**config.mk**
```make
export PLATFORM = sky130hd
export DESIGN_NAME = aocr_output_config
export DESIGN_NICKNAME = d
export VERILOG_FILES = /design/src/core/aocr_output_config.v /design/src/core/aocr_delay_mem.v
export VERILOG_INCLUDE_DIRS = /design/src /design/src/common
export SDC_FILE = /design/constraint.sdc
export NUM_CORES = 1
export LEC_CHECK = 0
export BUFFER_PORTS_ARGS = -buffer_cell sky130_fd_sc_hd__buf_2
export CAP_MARGIN = 0
export CORE_MARGIN = 2
export CORE_UTILIZATION = 52
export DETAILED_ROUTE_END_ITERATION = 6
export GPL_TIMING_DRIVEN = 0
export PLACE_DENSITY = 0.81
export SETUP_SLACK_MARGIN = 0.1
export SLEW_MARGIN = 20
export SYNTH_ARGS = -nofsm -noshare
export SYNTH_HDL_FRONTEND = slang
export SYNTH_SLANG_ARGS = --single-unit
```
**constraint.sdc**
```tcl
create_clock -name mclk -period 2.6 [get_ports mclk]
set_input_delay 0.26 -clock mclk [delete_from_list [all_inputs] [get_ports mclk]]
set_output_delay 0.26 -clock mclk [all_outputs]
set_load 0.005 [all_outputs]
```
**src/common/aocr_map.vh**
```
/*
 register offsets, field positions, reset values and timing counts of the
 converter output configuration register group.
 assumes inclusion by bare name from design files of this block.
*/
`ifndef AOCR_MAP_VH
`define AOCR_MAP_VH

// ==========================================================================
// register offsets (control port address space)
`define AOCR_OFS_OFFSET_TRIM      8'h10
`define AOCR_OFS_FORMAT_CTRL      8'h14
`define AOCR_OFS_DRIVER_ADJ       8'h15
`define AOCR_OFS_PHASE_ADJ        8'h16
`define AOCR_OFS_SPAN_SEL         8'h18
`define AOCR_OFS_TEST_MODE        8'h0D

// ==========================================================================
// reset values
`define AOCR_RST_OFFSET_TRIM      8'h00
`define AOCR_RST_FORMAT_CTRL      8'h01
`define AOCR_RST_DRIVER_ADJ       8'h00
`define AOCR_RST_PHASE_ADJ        8'h03
`define AOCR_RST_SPAN_SEL         8'h04
`define AOCR_RST_TEST_MODE        8'h00

// ==========================================================================
// writable bit masks (open bits read zero)
`define AOCR_MSK_OFFSET_TRIM      8'hFF
`define AOCR_MSK_FORMAT_CTRL      8'h45
`define AOCR_MSK_DRIVER_ADJ       8'h31
`define AOCR_MSK_PHASE_ADJ        8'h7F
`define AOCR_MSK_SPAN_SEL         8'h07
`define AOCR_MSK_TEST_MODE        8'h0F

// ==========================================================================
// field positions
`define AOCR_FMT_TWOS_BIT         0
`define AOCR_FMT_INVERT_BIT       2
`define AOCR_FMT_SWING_BIT        6
`define AOCR_DRV_DOUBLE_BIT       0
`define AOCR_TERM_HI              5
`define AOCR_TERM_LO              4
`define AOCR_IN_PHASE_HI          6
`define AOCR_IN_PHASE_LO          4
`define AOCR_OUT_PHASE_HI         3
`define AOCR_OUT_PHASE_LO         0
`define AOCR_OUT_PHASE_MAX        4'hB
`define AOCR_SPAN_HI              2
`define AOCR_SPAN_LO              0
`define AOCR_SPAN_MAX             3'h4
`define AOCR_TEST_HI              3
`define AOCR_TEST_LO              0

// ==========================================================================
// test pattern codes handled here
`define AOCR_TEST_OFF             4'h0
`define AOCR_TEST_MIDSCALE        4'h1
`define AOCR_TEST_POS_FS          4'h2
`define AOCR_TEST_NEG_FS          4'h3
`define AOCR_TEST_CHECKER         4'h4
`define AOCR_TEST_WORD_TOGGLE     4'h7
`define AOCR_TEST_BIT_TOGGLE      4'h9

// ==========================================================================
// timing: depth of the sample delay line (max input phase); tap 0 reads
// the live input, so a phase of 7 needs only seven stored entries
`define AOCR_DELAY_DEPTH          7

`endif

```
**src/core/aocr_output_config.v**
```verilog
/*
 output configuration register group of a multi-channel converter:
 test pattern select, output format, clock phase adjust, offset trim and
 reference span select, plus the data path these registers steer.
 assumes a serial control port front end that hands over decoded byte
 writes and reads on the sample clock, and raw two's complement samples.
*/
`timescale 1ns/100ps
`include "aocr_map.vh"

module aocr_output_config #(
   parameter WIDTH = 14
) (
   // clock and reset
   mclk,
   rst_n,
   // register access from control port
   reg_addr,
   reg_wr,
   reg_wdata,
   reg_rd,
   reg_rdata,
   // conversion data path
   adc_sample,
   out_data,
   // settings to analog and clocking sections
   out_clk_phase,
   span_sel,
   offset_trim,
   lvds_reduced,
   drive_double,
   termination
);
   input  wire             mclk;          // sample clock
   input  wire             rst_n;         // async reset, active low
   input  wire [7:0]       reg_addr;      // register offset
   input  wire             reg_wr;        // write strobe, one cycle
   input  wire [7:0]       reg_wdata;     // write data
   input  wire             reg_rd;        // read strobe, one cycle
   output reg  [7:0]       reg_rdata;     // read data, registered
   input  wire [WIDTH-1:0] adc_sample;    // raw sample, twos complement
   output reg  [WIDTH-1:0] out_data;      // word to serialiser
   output wire [3:0]       out_clk_phase; // divider phase for output clock
   output wire [2:0]       span_sel;      // reference full scale code
   output wire [7:0]       offset_trim;   // offset trim word
   output wire             lvds_reduced;  // reduced swing option
   output wire             drive_double;  // 2x drive option
   output wire [1:0]       termination;   // termination select

   // ========================================================================
   // register storage
   reg [7:0] offset_trim_reg;      // offset trim
   reg [7:0] format_ctrl_reg;      // output format control
   reg [7:0] driver_adj_reg;       // output driver adjust
   reg [7:0] phase_adj_reg;        // clock phase adjust
   reg [7:0] span_sel_reg;         // reference span select
   reg [7:0] test_mode_reg;        // test pattern select (low nibble)
   reg [7:0] rdata_next;           // read mux
   reg       toggle_reg;           // alternates each sample for checker and word toggle
   reg [WIDTH-1:0] out_next;       // next output word
   wire [WIDTH-1:0] delayed;       // phase-delayed sample
   wire [WIDTH-1:0] fmt_sample;    // sample after format
   wire [3:0] wr_out_phase;        // written output phase field
   wire [2:0] wr_span;             // written span field

   assign wr_out_phase = reg_wdata[`AOCR_OUT_PHASE_HI:`AOCR_OUT_PHASE_LO];
   assign wr_span      = reg_wdata[`AOCR_SPAN_HI:`AOCR_SPAN_LO];

   // ========================================================================
   // register writes; only documented bits are kept so open bits read zero
   // a read in the same cycle as a write returns the old contents, since
   // the read mux below looks at the registers before this edge lands
   always @(posedge mclk or negedge rst_n) begin
      if (!rst_n) begin
         offset_trim_reg <= `AOCR_RST_OFFSET_TRIM;
         format_ctrl_reg <= `AOCR_RST_FORMAT_CTRL;
         driver_adj_reg  <= `AOCR_RST_DRIVER_ADJ;
         phase_adj_reg   <= `AOCR_RST_PHASE_ADJ;
         span_sel_reg    <= `AOCR_RST_SPAN_SEL;
         test_mode_reg   <= `AOCR_RST_TEST_MODE;
      end else if (reg_wr) begin
         if (reg_addr == `AOCR_OFS_OFFSET_TRIM) begin
            offset_trim_reg <= reg_wdata & `AOCR_MSK_OFFSET_TRIM;
         end else if (reg_addr == `AOCR_OFS_FORMAT_CTRL) begin
            format_ctrl_reg <= reg_wdata & `AOCR_MSK_FORMAT_CTRL;
         end else if (reg_addr == `AOCR_OFS_DRIVER_ADJ) begin
            driver_adj_reg  <= reg_wdata & `AOCR_MSK_DRIVER_ADJ;
         end else if (reg_addr == `AOCR_OFS_PHASE_ADJ) begin
            // whole write refused when output phase is out of range,
            // so the phase field never holds an illegal divider tap
            if (wr_out_phase <= `AOCR_OUT_PHASE_MAX) begin
               phase_adj_reg <= reg_wdata & `AOCR_MSK_PHASE_ADJ;
            end
         end else if (reg_addr == `AOCR_OFS_SPAN_SEL) begin
            // codes above 100 have no span; write ignored
            if (wr_span <= `AOCR_SPAN_MAX) begin
               span_sel_reg <= reg_wdata & `AOCR_MSK_SPAN_SEL;
            end
         end else if (reg_addr == `AOCR_OFS_TEST_MODE) begin
            test_mode_reg <= reg_wdata & `AOCR_MSK_TEST_MODE;
         end
      end
   end

   // ========================================================================
   // read mux; unmapped offsets read zero
   always @* begin
      rdata_next = 8'h00;
      if (reg_addr == `AOCR_OFS_OFFSET_TRIM) begin
         rdata_next = offset_trim_reg;
      end else if (reg_addr == `AOCR_OFS_FORMAT_CTRL) begin
         rdata_next = format_ctrl_reg;
      end else if (reg_addr == `AOCR_OFS_DRIVER_ADJ) begin
         rdata_next = driver_adj_reg;
      end else if (reg_addr == `AOCR_OFS_PHASE_ADJ) begin
         rdata_next = phase_adj_reg;
      end else if (reg_addr == `AOCR_OFS_SPAN_SEL) begin
         rdata_next = span_sel_reg;
      end else if (reg_addr == `AOCR_OFS_TEST_MODE) begin
         rdata_next = test_mode_reg;
      end
   end

   // read data held until the next read strobe
   always @(posedge mclk or negedge rst_n) begin
      if (!rst_n) begin
         reg_rdata <= 8'h00;
      end else if (reg_rd) begin
         reg_rdata <= rdata_next;
      end
   end

   // ========================================================================
   // input clock phase: sample taken N whole cycles late
   aocr_delay_mem #(
      .WIDTH (WIDTH),
      .DEPTH (`AOCR_DELAY_DEPTH)
   ) u_delay (
      .mclk  (mclk),
      .rst_n (rst_n),
      .din   (adc_sample),
      .tap   (phase_adj_reg[`AOCR_IN_PHASE_HI:`AOCR_IN_PHASE_LO]),
      .dout  (delayed)
   );

   // ========================================================================
   // format: offset binary flips the sign bit; invert complements all
   assign fmt_sample =
      (format_ctrl_reg[`AOCR_FMT_TWOS_BIT] ? delayed :
       {~delayed[WIDTH-1], delayed[WIDTH-2:0]}) ^
      {WIDTH{format_ctrl_reg[`AOCR_FMT_INVERT_BIT]}};

   // alternation source for the checker and word toggle patterns
   always @(posedge mclk or negedge rst_n) begin
      if (!rst_n) begin
         toggle_reg <= 1'b0;
      end else begin
         toggle_reg <= ~toggle_reg;
      end
   end

   // ========================================================================
   // output word select; unhandled pattern codes fall back to data
   // pattern words are fixed bit images, so output format and invert do
   // not touch them; the midscale word is the offset binary midpoint
   always @* begin
      out_next = fmt_sample;
      case (test_mode_reg[`AOCR_TEST_HI:`AOCR_TEST_LO])
         `AOCR_TEST_OFF: begin
            out_next = fmt_sample;
         end
         `AOCR_TEST_MIDSCALE: begin
            out_next = {1'b1, {(WIDTH-1){1'b0}}};
         end
         `AOCR_TEST_POS_FS: begin
            out_next = {WIDTH{1'b1}};
         end
         `AOCR_TEST_NEG_FS: begin
            out_next = {WIDTH{1'b0}};
         end
         `AOCR_TEST_CHECKER: begin
            out_next = {(WIDTH/2){toggle_reg, ~toggle_reg}};
         end
         `AOCR_TEST_WORD_TOGGLE: begin
            out_next = {WIDTH{toggle_reg}};
         end
         `AOCR_TEST_BIT_TOGGLE: begin
            out_next = {(WIDTH/2){2'b10}};
         end
         default: begin
            out_next = fmt_sample;
         end
      endcase
   end

   // output word register
   always @(posedge mclk or negedge rst_n) begin
      if (!rst_n) begin
         out_data <= {WIDTH{1'b0}};
      end else begin
         out_data <= out_next;
      end
   end

   // ========================================================================
   // settings out; output phase only steers the output clock divider tap,
   // data latching above stays on mclk whatever it holds
   assign out_clk_phase =
      phase_adj_reg[`AOCR_OUT_PHASE_HI:`AOCR_OUT_PHASE_LO];
   assign span_sel     = span_sel_reg[`AOCR_SPAN_HI:`AOCR_SPAN_LO];
   assign offset_trim  = offset_trim_reg;
   // electrical options are only stored and passed on; the pads that act
   // on them sit outside this block
   assign lvds_reduced = format_ctrl_reg[`AOCR_FMT_SWING_BIT];
   assign drive_double = driver_adj_reg[`AOCR_DRV_DOUBLE_BIT];
   assign termination  = driver_adj_reg[`AOCR_TERM_HI:`AOCR_TERM_LO];

endmodule // aocr_output_config

```
**src/core/aocr_delay_mem.v**
```verilog
/*
 small shift memory holding recent samples; read data come out of a
 register, selected by a programmable tap (whole sample clock delay).
 assumes one clock domain, tap changes only from the register bank.
*/
`timescale 1ns/100ps
`include "aocr_map.vh"

module aocr_delay_mem #(
   parameter WIDTH = 14,
   parameter DEPTH = `AOCR_DELAY_DEPTH
) (
   // clock and reset
   mclk,
   rst_n,
   // sample stream
   din,
   tap,
   dout
);
   input  wire             mclk;   // sample clock
   input  wire             rst_n;  // async reset, active low
   input  wire [WIDTH-1:0] din;    // incoming sample
   input  wire [2:0]       tap;    // delay in whole cycles
   output reg  [WIDTH-1:0] dout;   // registered delayed sample

   reg [WIDTH-1:0] mem_reg [0:DEPTH-1]; // delay line entries

   // ========================================================================
   // delay line: entry 0 is the freshest sample
   genvar gi;
   generate
      for (gi = 0; gi < DEPTH; gi = gi + 1) begin : g_stage
         always @(posedge mclk or negedge rst_n) begin
            if (!rst_n) begin
               mem_reg[gi] <= {WIDTH{1'b0}};
            end else if (gi == 0) begin
               mem_reg[gi] <= din;
            end else begin
               mem_reg[gi] <= mem_reg[(gi == 0) ? 0 : gi-1];
            end
         end
      end
   endgenerate

   // ========================================================================
   // tap 0 reads the fresh input so zero delay adds nothing beyond dout
   always @(posedge mclk or negedge rst_n) begin
      if (!rst_n) begin
         dout <= {WIDTH{1'b0}};
      end else if (tap == 3'h0) begin
         dout <= din;
      end else begin
         dout <= mem_reg[tap - 3'h1];
      end
   end

endmodule // aocr_delay_mem

```
## Word level (Yosys, flattened, before mapping)

Cells that the tools add are included.

- Register bits after elaboration: 163
- Output and inout bits: 41
- Input port bits: 34

- Add/subtract/negate cells: 1
- Reductions and logical operators: 7
- Equal/unequal tests: 12
- $lt $le $gt $ge: 3
- Bitwise logic cells: 9
- Muxes and demuxes: 12

Operator list:

| cell | number |
|---|---|
| 14-bit one-hot mux with 6 select lines | 1 |
| 14-bit 2-to-1 mux | 4 |
| 14-bit binary-select mux with 3-bit select | 1 |
| 8-bit by 5-bit == test with 1-bit output, second input constant | 5 |
| 7-bit 2-to-1 mux | 3 |
| 7-bit AND reduction | 2 |
| 14-bit bitwise XOR | 1 |
| 4-bit by 2-bit == test with 1-bit output, second input constant | 2 |
| 4-bit by 3-bit == test with 1-bit output, second input constant | 2 |
| 8-bit by 4-bit == test with 1-bit output, second input constant | 1 |
| 4-bit 2-to-1 mux | 2 |
| 8-bit 2-to-1 mux | 1 |
| 1-bit inverter | 7 |
| 6-bit AND reduction | 1 |
| 4-bit by 1-bit == test with 1-bit output, second input constant | 1 |
| 4-bit == test, second input constant | 1 |
| 4-bit >= comparator, second input constant | 1 |
| 4-bit <= comparator, second input constant | 1 |
| 3-bit inverter with 4-bit output | 1 |
| 4-bit AND reduction | 1 |
| 3-bit <= comparator, second input constant | 1 |
| 3-bit zero test | 1 |
| 3-bit AND reduction | 1 |
| 3-bit by 1-bit subtractor with 3-bit output, second input constant | 1 |
| 2-bit AND reduction | 1 |

## Longest topological paths before layout

- Word-level depth: 7
- Depth in mapped cells: 10
- Depth with buffers taken out: 5

## Cells and area by module

From an unflattened synthesis, not the netlist that was laid out.

- Cell total of the unflattened synthesis: 432
- Area, all modules: 6384.9 um^2

Modules (own cells, without submodules):

| module | times used | area an instance (um^2) | seq. area each (um^2) | cells an instance |
|---|---|---|---|---|
| aocr_delay_mem | 1 | 3908.7 | 2802.7 | 216 |
| aocr_output_config | 1 | 2476.1 | 1281.2 | 216 |

## Worst setup path before layout

No wires, ideal clock.

- Path type: register to register
- Start point: register phase_adj_reg[4]
- End point: register u_delay.dout[10]
- Cell stages (with the launch flop): 11
- Path slack: 0.007 ns
- Period minus slack after synthesis: 2.593 ns
- Arrival: 2.458 ns
- Library setup time: 0.135 ns
- Required time: 2.465 ns
- Cell sequence: dfrtp_1 -> clkbuf_1 -> buf_2 -> clkbuf_1 -> inv_1 -> ha_1 -> buf_2 -> clkbuf_1 -> mux4_2 -> nor2_1 -> o31ai_1

- Cells in the longest elaborated chain, start to end: 6
- Elaborated cells between the ends (all ways): 7
- Those cells by class: add/sub: 1; mux: 4; bitwise: 1; reduce/logical: 1

RTL lines:

| what | line | text |
|---|---|---|
| from (decl) | aocr_output_config.v:55 | `reg [7:0] phase_adj_reg;` |
| from (signal assigned) | aocr_output_config.v:78 | `` phase_adj_reg <= `AOCR_RST_PHASE_ADJ; `` |
| from (signal assigned) | aocr_output_config.v:92 | `` phase_adj_reg <= reg_wdata & `AOCR_MSK_PHASE_ADJ; `` |
| 3-bit by 1-bit subtractor with 3-bit output | aocr_delay_mem.v:54 | `dout <= mem_reg[tap - 3'h1];` |
| 3-bit inverter with 4-bit output (implied by the code) | aocr_delay_mem.v:54 |  |
| 14-bit binary-select mux with 3-bit select | aocr_delay_mem.v:54 |  |
| 14-bit 2-to-1 mux (implied by the code) (2 in series) | aocr_delay_mem.v:54 |  |
| 14-bit 2-to-1 mux (*) | aocr_delay_mem.v:51 | `end else if (tap == 3'h0) begin` |
| to (signal assigned) | aocr_delay_mem.v:50 | `dout <= {WIDTH{1'b0}};` |
| to (signal assigned) | aocr_delay_mem.v:52 | `dout <= din;` |
| to (signal assigned) | aocr_delay_mem.v:54 |  |
| to (decl) | aocr_delay_mem.v:25 | `output reg [WIDTH-1:0] dout;` |

Mark *: on every way between the ends. The rest lies on a longest branch, timed or not. The select of a mux whose other input is x is not followed.
A chain may end at the register's enable or synchronous reset.

## Worst setup path in the final report

- Start point: register phase_adj_reg[4]
- End point: register u_delay.dout[4]

Same word-level chain as after synthesis.

==> results.md <==
* Part of the power in registers at 0.464
* Critical path's slowest cell: sky130_fd_sc_hd__xnor2_2
* Port Buffers at 73
* Post-detailed-route wirelength per cell at roughly 19 um
* Leakage Power at roughly 3.4 nW
* Xor and xnor area share after synthesis at 0.02523
* Non-filler cells in the finished layout at between 700 and 800
* Via/cell ratio at ~5.7
* Synthesized instance count at roughly 440
* Most numerous cell in the Yosys netlist: sky130_fd_sc_hd__dfrtp_1
* Critical path class: reg -> reg
* Total design power at between 6 and 7 mW
* Buffers from clock root to sink, at most at 2
* Part of the total power dissipated in combinational logic at 0.100
* Vias in the first global route at between 4000 and 5000
* Largest family of logic cells by synthesized area: multiplexers
* N_diodes at 0
* Fraction of power consumed by the clock network at 0.436
* Wire length of the first global-routing pass at 21890 um
* Die span in x at 113.6 um
* Post-route DRC at 0
* Number of top-level design ports at 75
* Average footprint of a synthesized cell at around 14 um^2
* Core area at 11860 um^2
* Req. time, crit path at roughly 2.9 ns
* Total overflow reported by the global router at 0
* Share of cells above drive strength 1 at 0.3381
* Actual slew at the worst max-slew pin at around 0.7 ns
* Slew Limit Fails at 0
* Die Outline Area at between 10000 and 15000 um^2
* Number of buffers added by the clock tree synthesis step at 17
* Synth Area in Adders at 0.004004
* Cell type with the largest total area after synthesis: sky130_fd_sc_hd__dfrtp_1
* Final period utilization at 0.9502
* EDFF count, synth at 0
* Placed wire-length estimate after detailed placement at 8822 um
* Max_cap viols at 0
* Data arrival, critical path at between 2 and 3 ns
* Worst setup skew after layout at a little under 0.005 ns
* Placed cell count at around 660
* TritonCTS clock tree: done
* Commonest cells in the synthesized netlist: 159 x sky130_fd_sc_hd__dfrtp_1, 40 x sky130_fd_sc_hd__mux2_2, 24 x sky130_fd_sc_hd__nor2_1, 22 x sky130_fd_sc_hd__o21ai_0
* Run status: complete, no violations
* Area added between synthesis and finish at 23.50%
* Switch Pwr at roughly 1.4 mW
* Flip-flop count of the largest register after layout at 98
* Delay of the slowest cell on the worst path at ~0.35 ns
* Total buffers and inverters traversed by the critical path at 5
* Initial Util at 0.5269
* Critical Path End Type: flip-flop
* Total length of routed wires at ~14000 um
* Clock tree root buffer cell: sky130_fd_sc_hd__clkbuf_16
* Synth Area in Compound Gates at 0.08949
* Number of nets in the final layout at 588
* Max-Slew Margin vs Limit at 0.5192
* Ordered cell list for the critical path: buf_2 > buf_6 > clkbuf_8 > inv_1 > ha_1 > xnor2_2 > clkbuf_4 > a221oi_1 > o31ai_1
* Fin. Hold Viols at 0
* Proportion of synthesized chip area in sequential cells at 0.6535
* Final weighted congestion in routability-driven placement at between 0.9 and 1
* Maximum clock frequency at ~400 MHz
* Leading post-synthesis cells by cell area: sky130_fd_sc_hd__dfrtp_1 64%, sky130_fd_sc_hd__mux2_2 7.2%, sky130_fd_sc_hd__mux4_2 5.0%, sky130_fd_sc_hd__a221oi_1 2.2%, sky130_fd_sc_hd__xnor2_1 2.1%
* CP delay by family, top: buffers and inverters
* Total routing usage reported by global routing at 0.2240
* Startpoint types: flip-flop
* Number of H-tree branching levels at 4
* Worst-case register-to-register setup slack at about 0.13 ns
* Area share of and/or/nand/nor cells after synthesis at 0.07628
* Area share of the largest cell type after synthesis at 0.6366
* RSZ-0062 raised after global routing: no
* Mux share of post-synthesis cell area at 0.1257
* Most used flip-flop cell after synthesis: sky130_fd_sc_hd__dfrtp_1
* DRT antenna net count at 0
* Class of the most critical hold timing path: in -> reg
* DRC violation total after the first TritonRoute iteration at ~340
* Cell variety after synth at 49
* Floorplan die height at 113.6 um
* Tmin final at about 2.5 ns
* Highest fanout seen on the critical path at 10
* Number of endpoints failing setup at the final stage at 0
* Std-Cell Rows at 40
* Total number of vias at just over 4000
* Number of warnings reported in the yosys synthesis log at 0
* Setup TNS after final layout at 0 ns
* First-pass detailed-route iteration total at 4
* Switching share of total power at 0.2351
* Post-synthesis register bit count at between 150 and 200
* Clock insertion delay at the later pin of the skew report at approximately 0.42 ns
* Async S/R FF share, synth at 1.000
* Synthesized net count at about 480
* VDD IR max at between 400 and 500 uV
* Clock transition at path regs at about 0.06 ns
* Clock sinks at ~160
* P per Cell Area at roughly 800 nW/um^2
* Number of antenna violations at the first check in global routing at 0
* Pin count of the biggest net entering global routing at approximately 100
* Area of the mapped netlist at about 6200 um^2
* Final design utilization at 0.6507
* Internal Power at about 4.6 mW
per-layer routing:
layer / GRT usage / part of all wire
met1: 0.2880 / 0.42
met5: 0 / 0
met3: 0.05632 / 0.055
met2: 0.3669 / 0.50
met4: 0.09512 / 0.022
placed cells by master (no fill, tap or decap), types with 15 or more instances in the layout:
cell type	n
sky130_fd_sc_hd__dfrtp_1	159
sky130_fd_sc_hd__mux2_2	40
sky130_fd_sc_hd__a221oi_1	15
sky130_fd_sc_hd__nand2_1	20
sky130_fd_sc_hd__nor2_1	24
sky130_fd_sc_hd__buf_2	74
sky130_fd_sc_hd__o21ai_0	22
sky130_fd_sc_hd__dlygate4sd3_1	15
sky130_fd_sc_hd__clkbuf_16	17
power by group through the flow:
stage,combinational [mW],sequential [mW],clock [mW]
global placement,0.529,2.82,0
detailed placement,0.551,2.83,0
finish,0.601,2.79,2.62
floorplan,0.298,2.82,0
CTS,0.594,2.79,2.65
global route,0.658,2.81,2.78
logic make-up (layout without fill, tap and decap cells):
logic type	count (synthesis)	after routing
flip-flops	163	163
AND/OR/NAND/NOR	87	87
AO/OA/AOI/OAI	80	80
multiplexers	56	56
buffers and inverters	37	159
XOR/XNOR	18	18
adder cells (fa/ha/maj)	2	2
per-stage QoR:
| stage | cell area, um^2 | hold slack (ns) | setup slack (ns) |
|---|---|---|---|
| floorplan | 6254 | -0.03559 | 0.1227 |
| global placement | 6803 | 0.3525 | -0.9023 |
| detailed placement | 6840 | 0.2246 | -0.8972 |
| CTS | 7682 | 0.07916 | 0.1023 |
| global route | 7719 | 0.06973 | 0.08868 |
| finish | 7719 | 0.08443 | 0.1295 |
final cells by class:
type | count | area, um^2
sequential | 163 | 4084
clock buffer | 20 | 436.7
timing repair buffer | 90 | 560.5
buffer | 29 | 191.4
tap | 147 | 183.9
clock inverter | 12 | 177.7
inverter | 8 | 30.03
multi-input combinational | 243 | 2054
fill | 848 | 4143
timing repair:
item | in CTS | in global routing
buffers inserted | 1 | 0
hold endpoints to repair | 70 | 0
pin swaps | 1 | 0
hold buffers | 15 | 0
gates resized for setup | 21 | 9
setup endpoints to repair | 14 | 14
worst paths after layout:
| kind | startpoint | to | cells past startpoint |
|---|---|---|---|
| setup / recovery | phase_adj_reg[4]$_DFFE_PN0P_ | u_delay.dout[4]$_DFF_PN0_ | 9 |
| hold / removal | reg_wdata[7] | offset_trim[7]$_DFFE_PN0P_ | 2 |
| setup reg to reg | phase_adj_reg[4]$_DFFE_PN0P_ | u_delay.dout[4]$_DFF_PN0_ | 9 |
| hold reg to reg | u_delay.mem_reg[49]$_DFF_PN0_ | u_delay.mem_reg[35]$_DFF_PN0_ | 0 |
| max in group asynchronous | rst_n | u_delay.mem_reg[16]$_DFF_PN0_ | 3 |
| min in group asynchronous | rst_n | out_data[6]$_DFF_PN0_ | 2 |
Power figures use the tool's default switching activity.
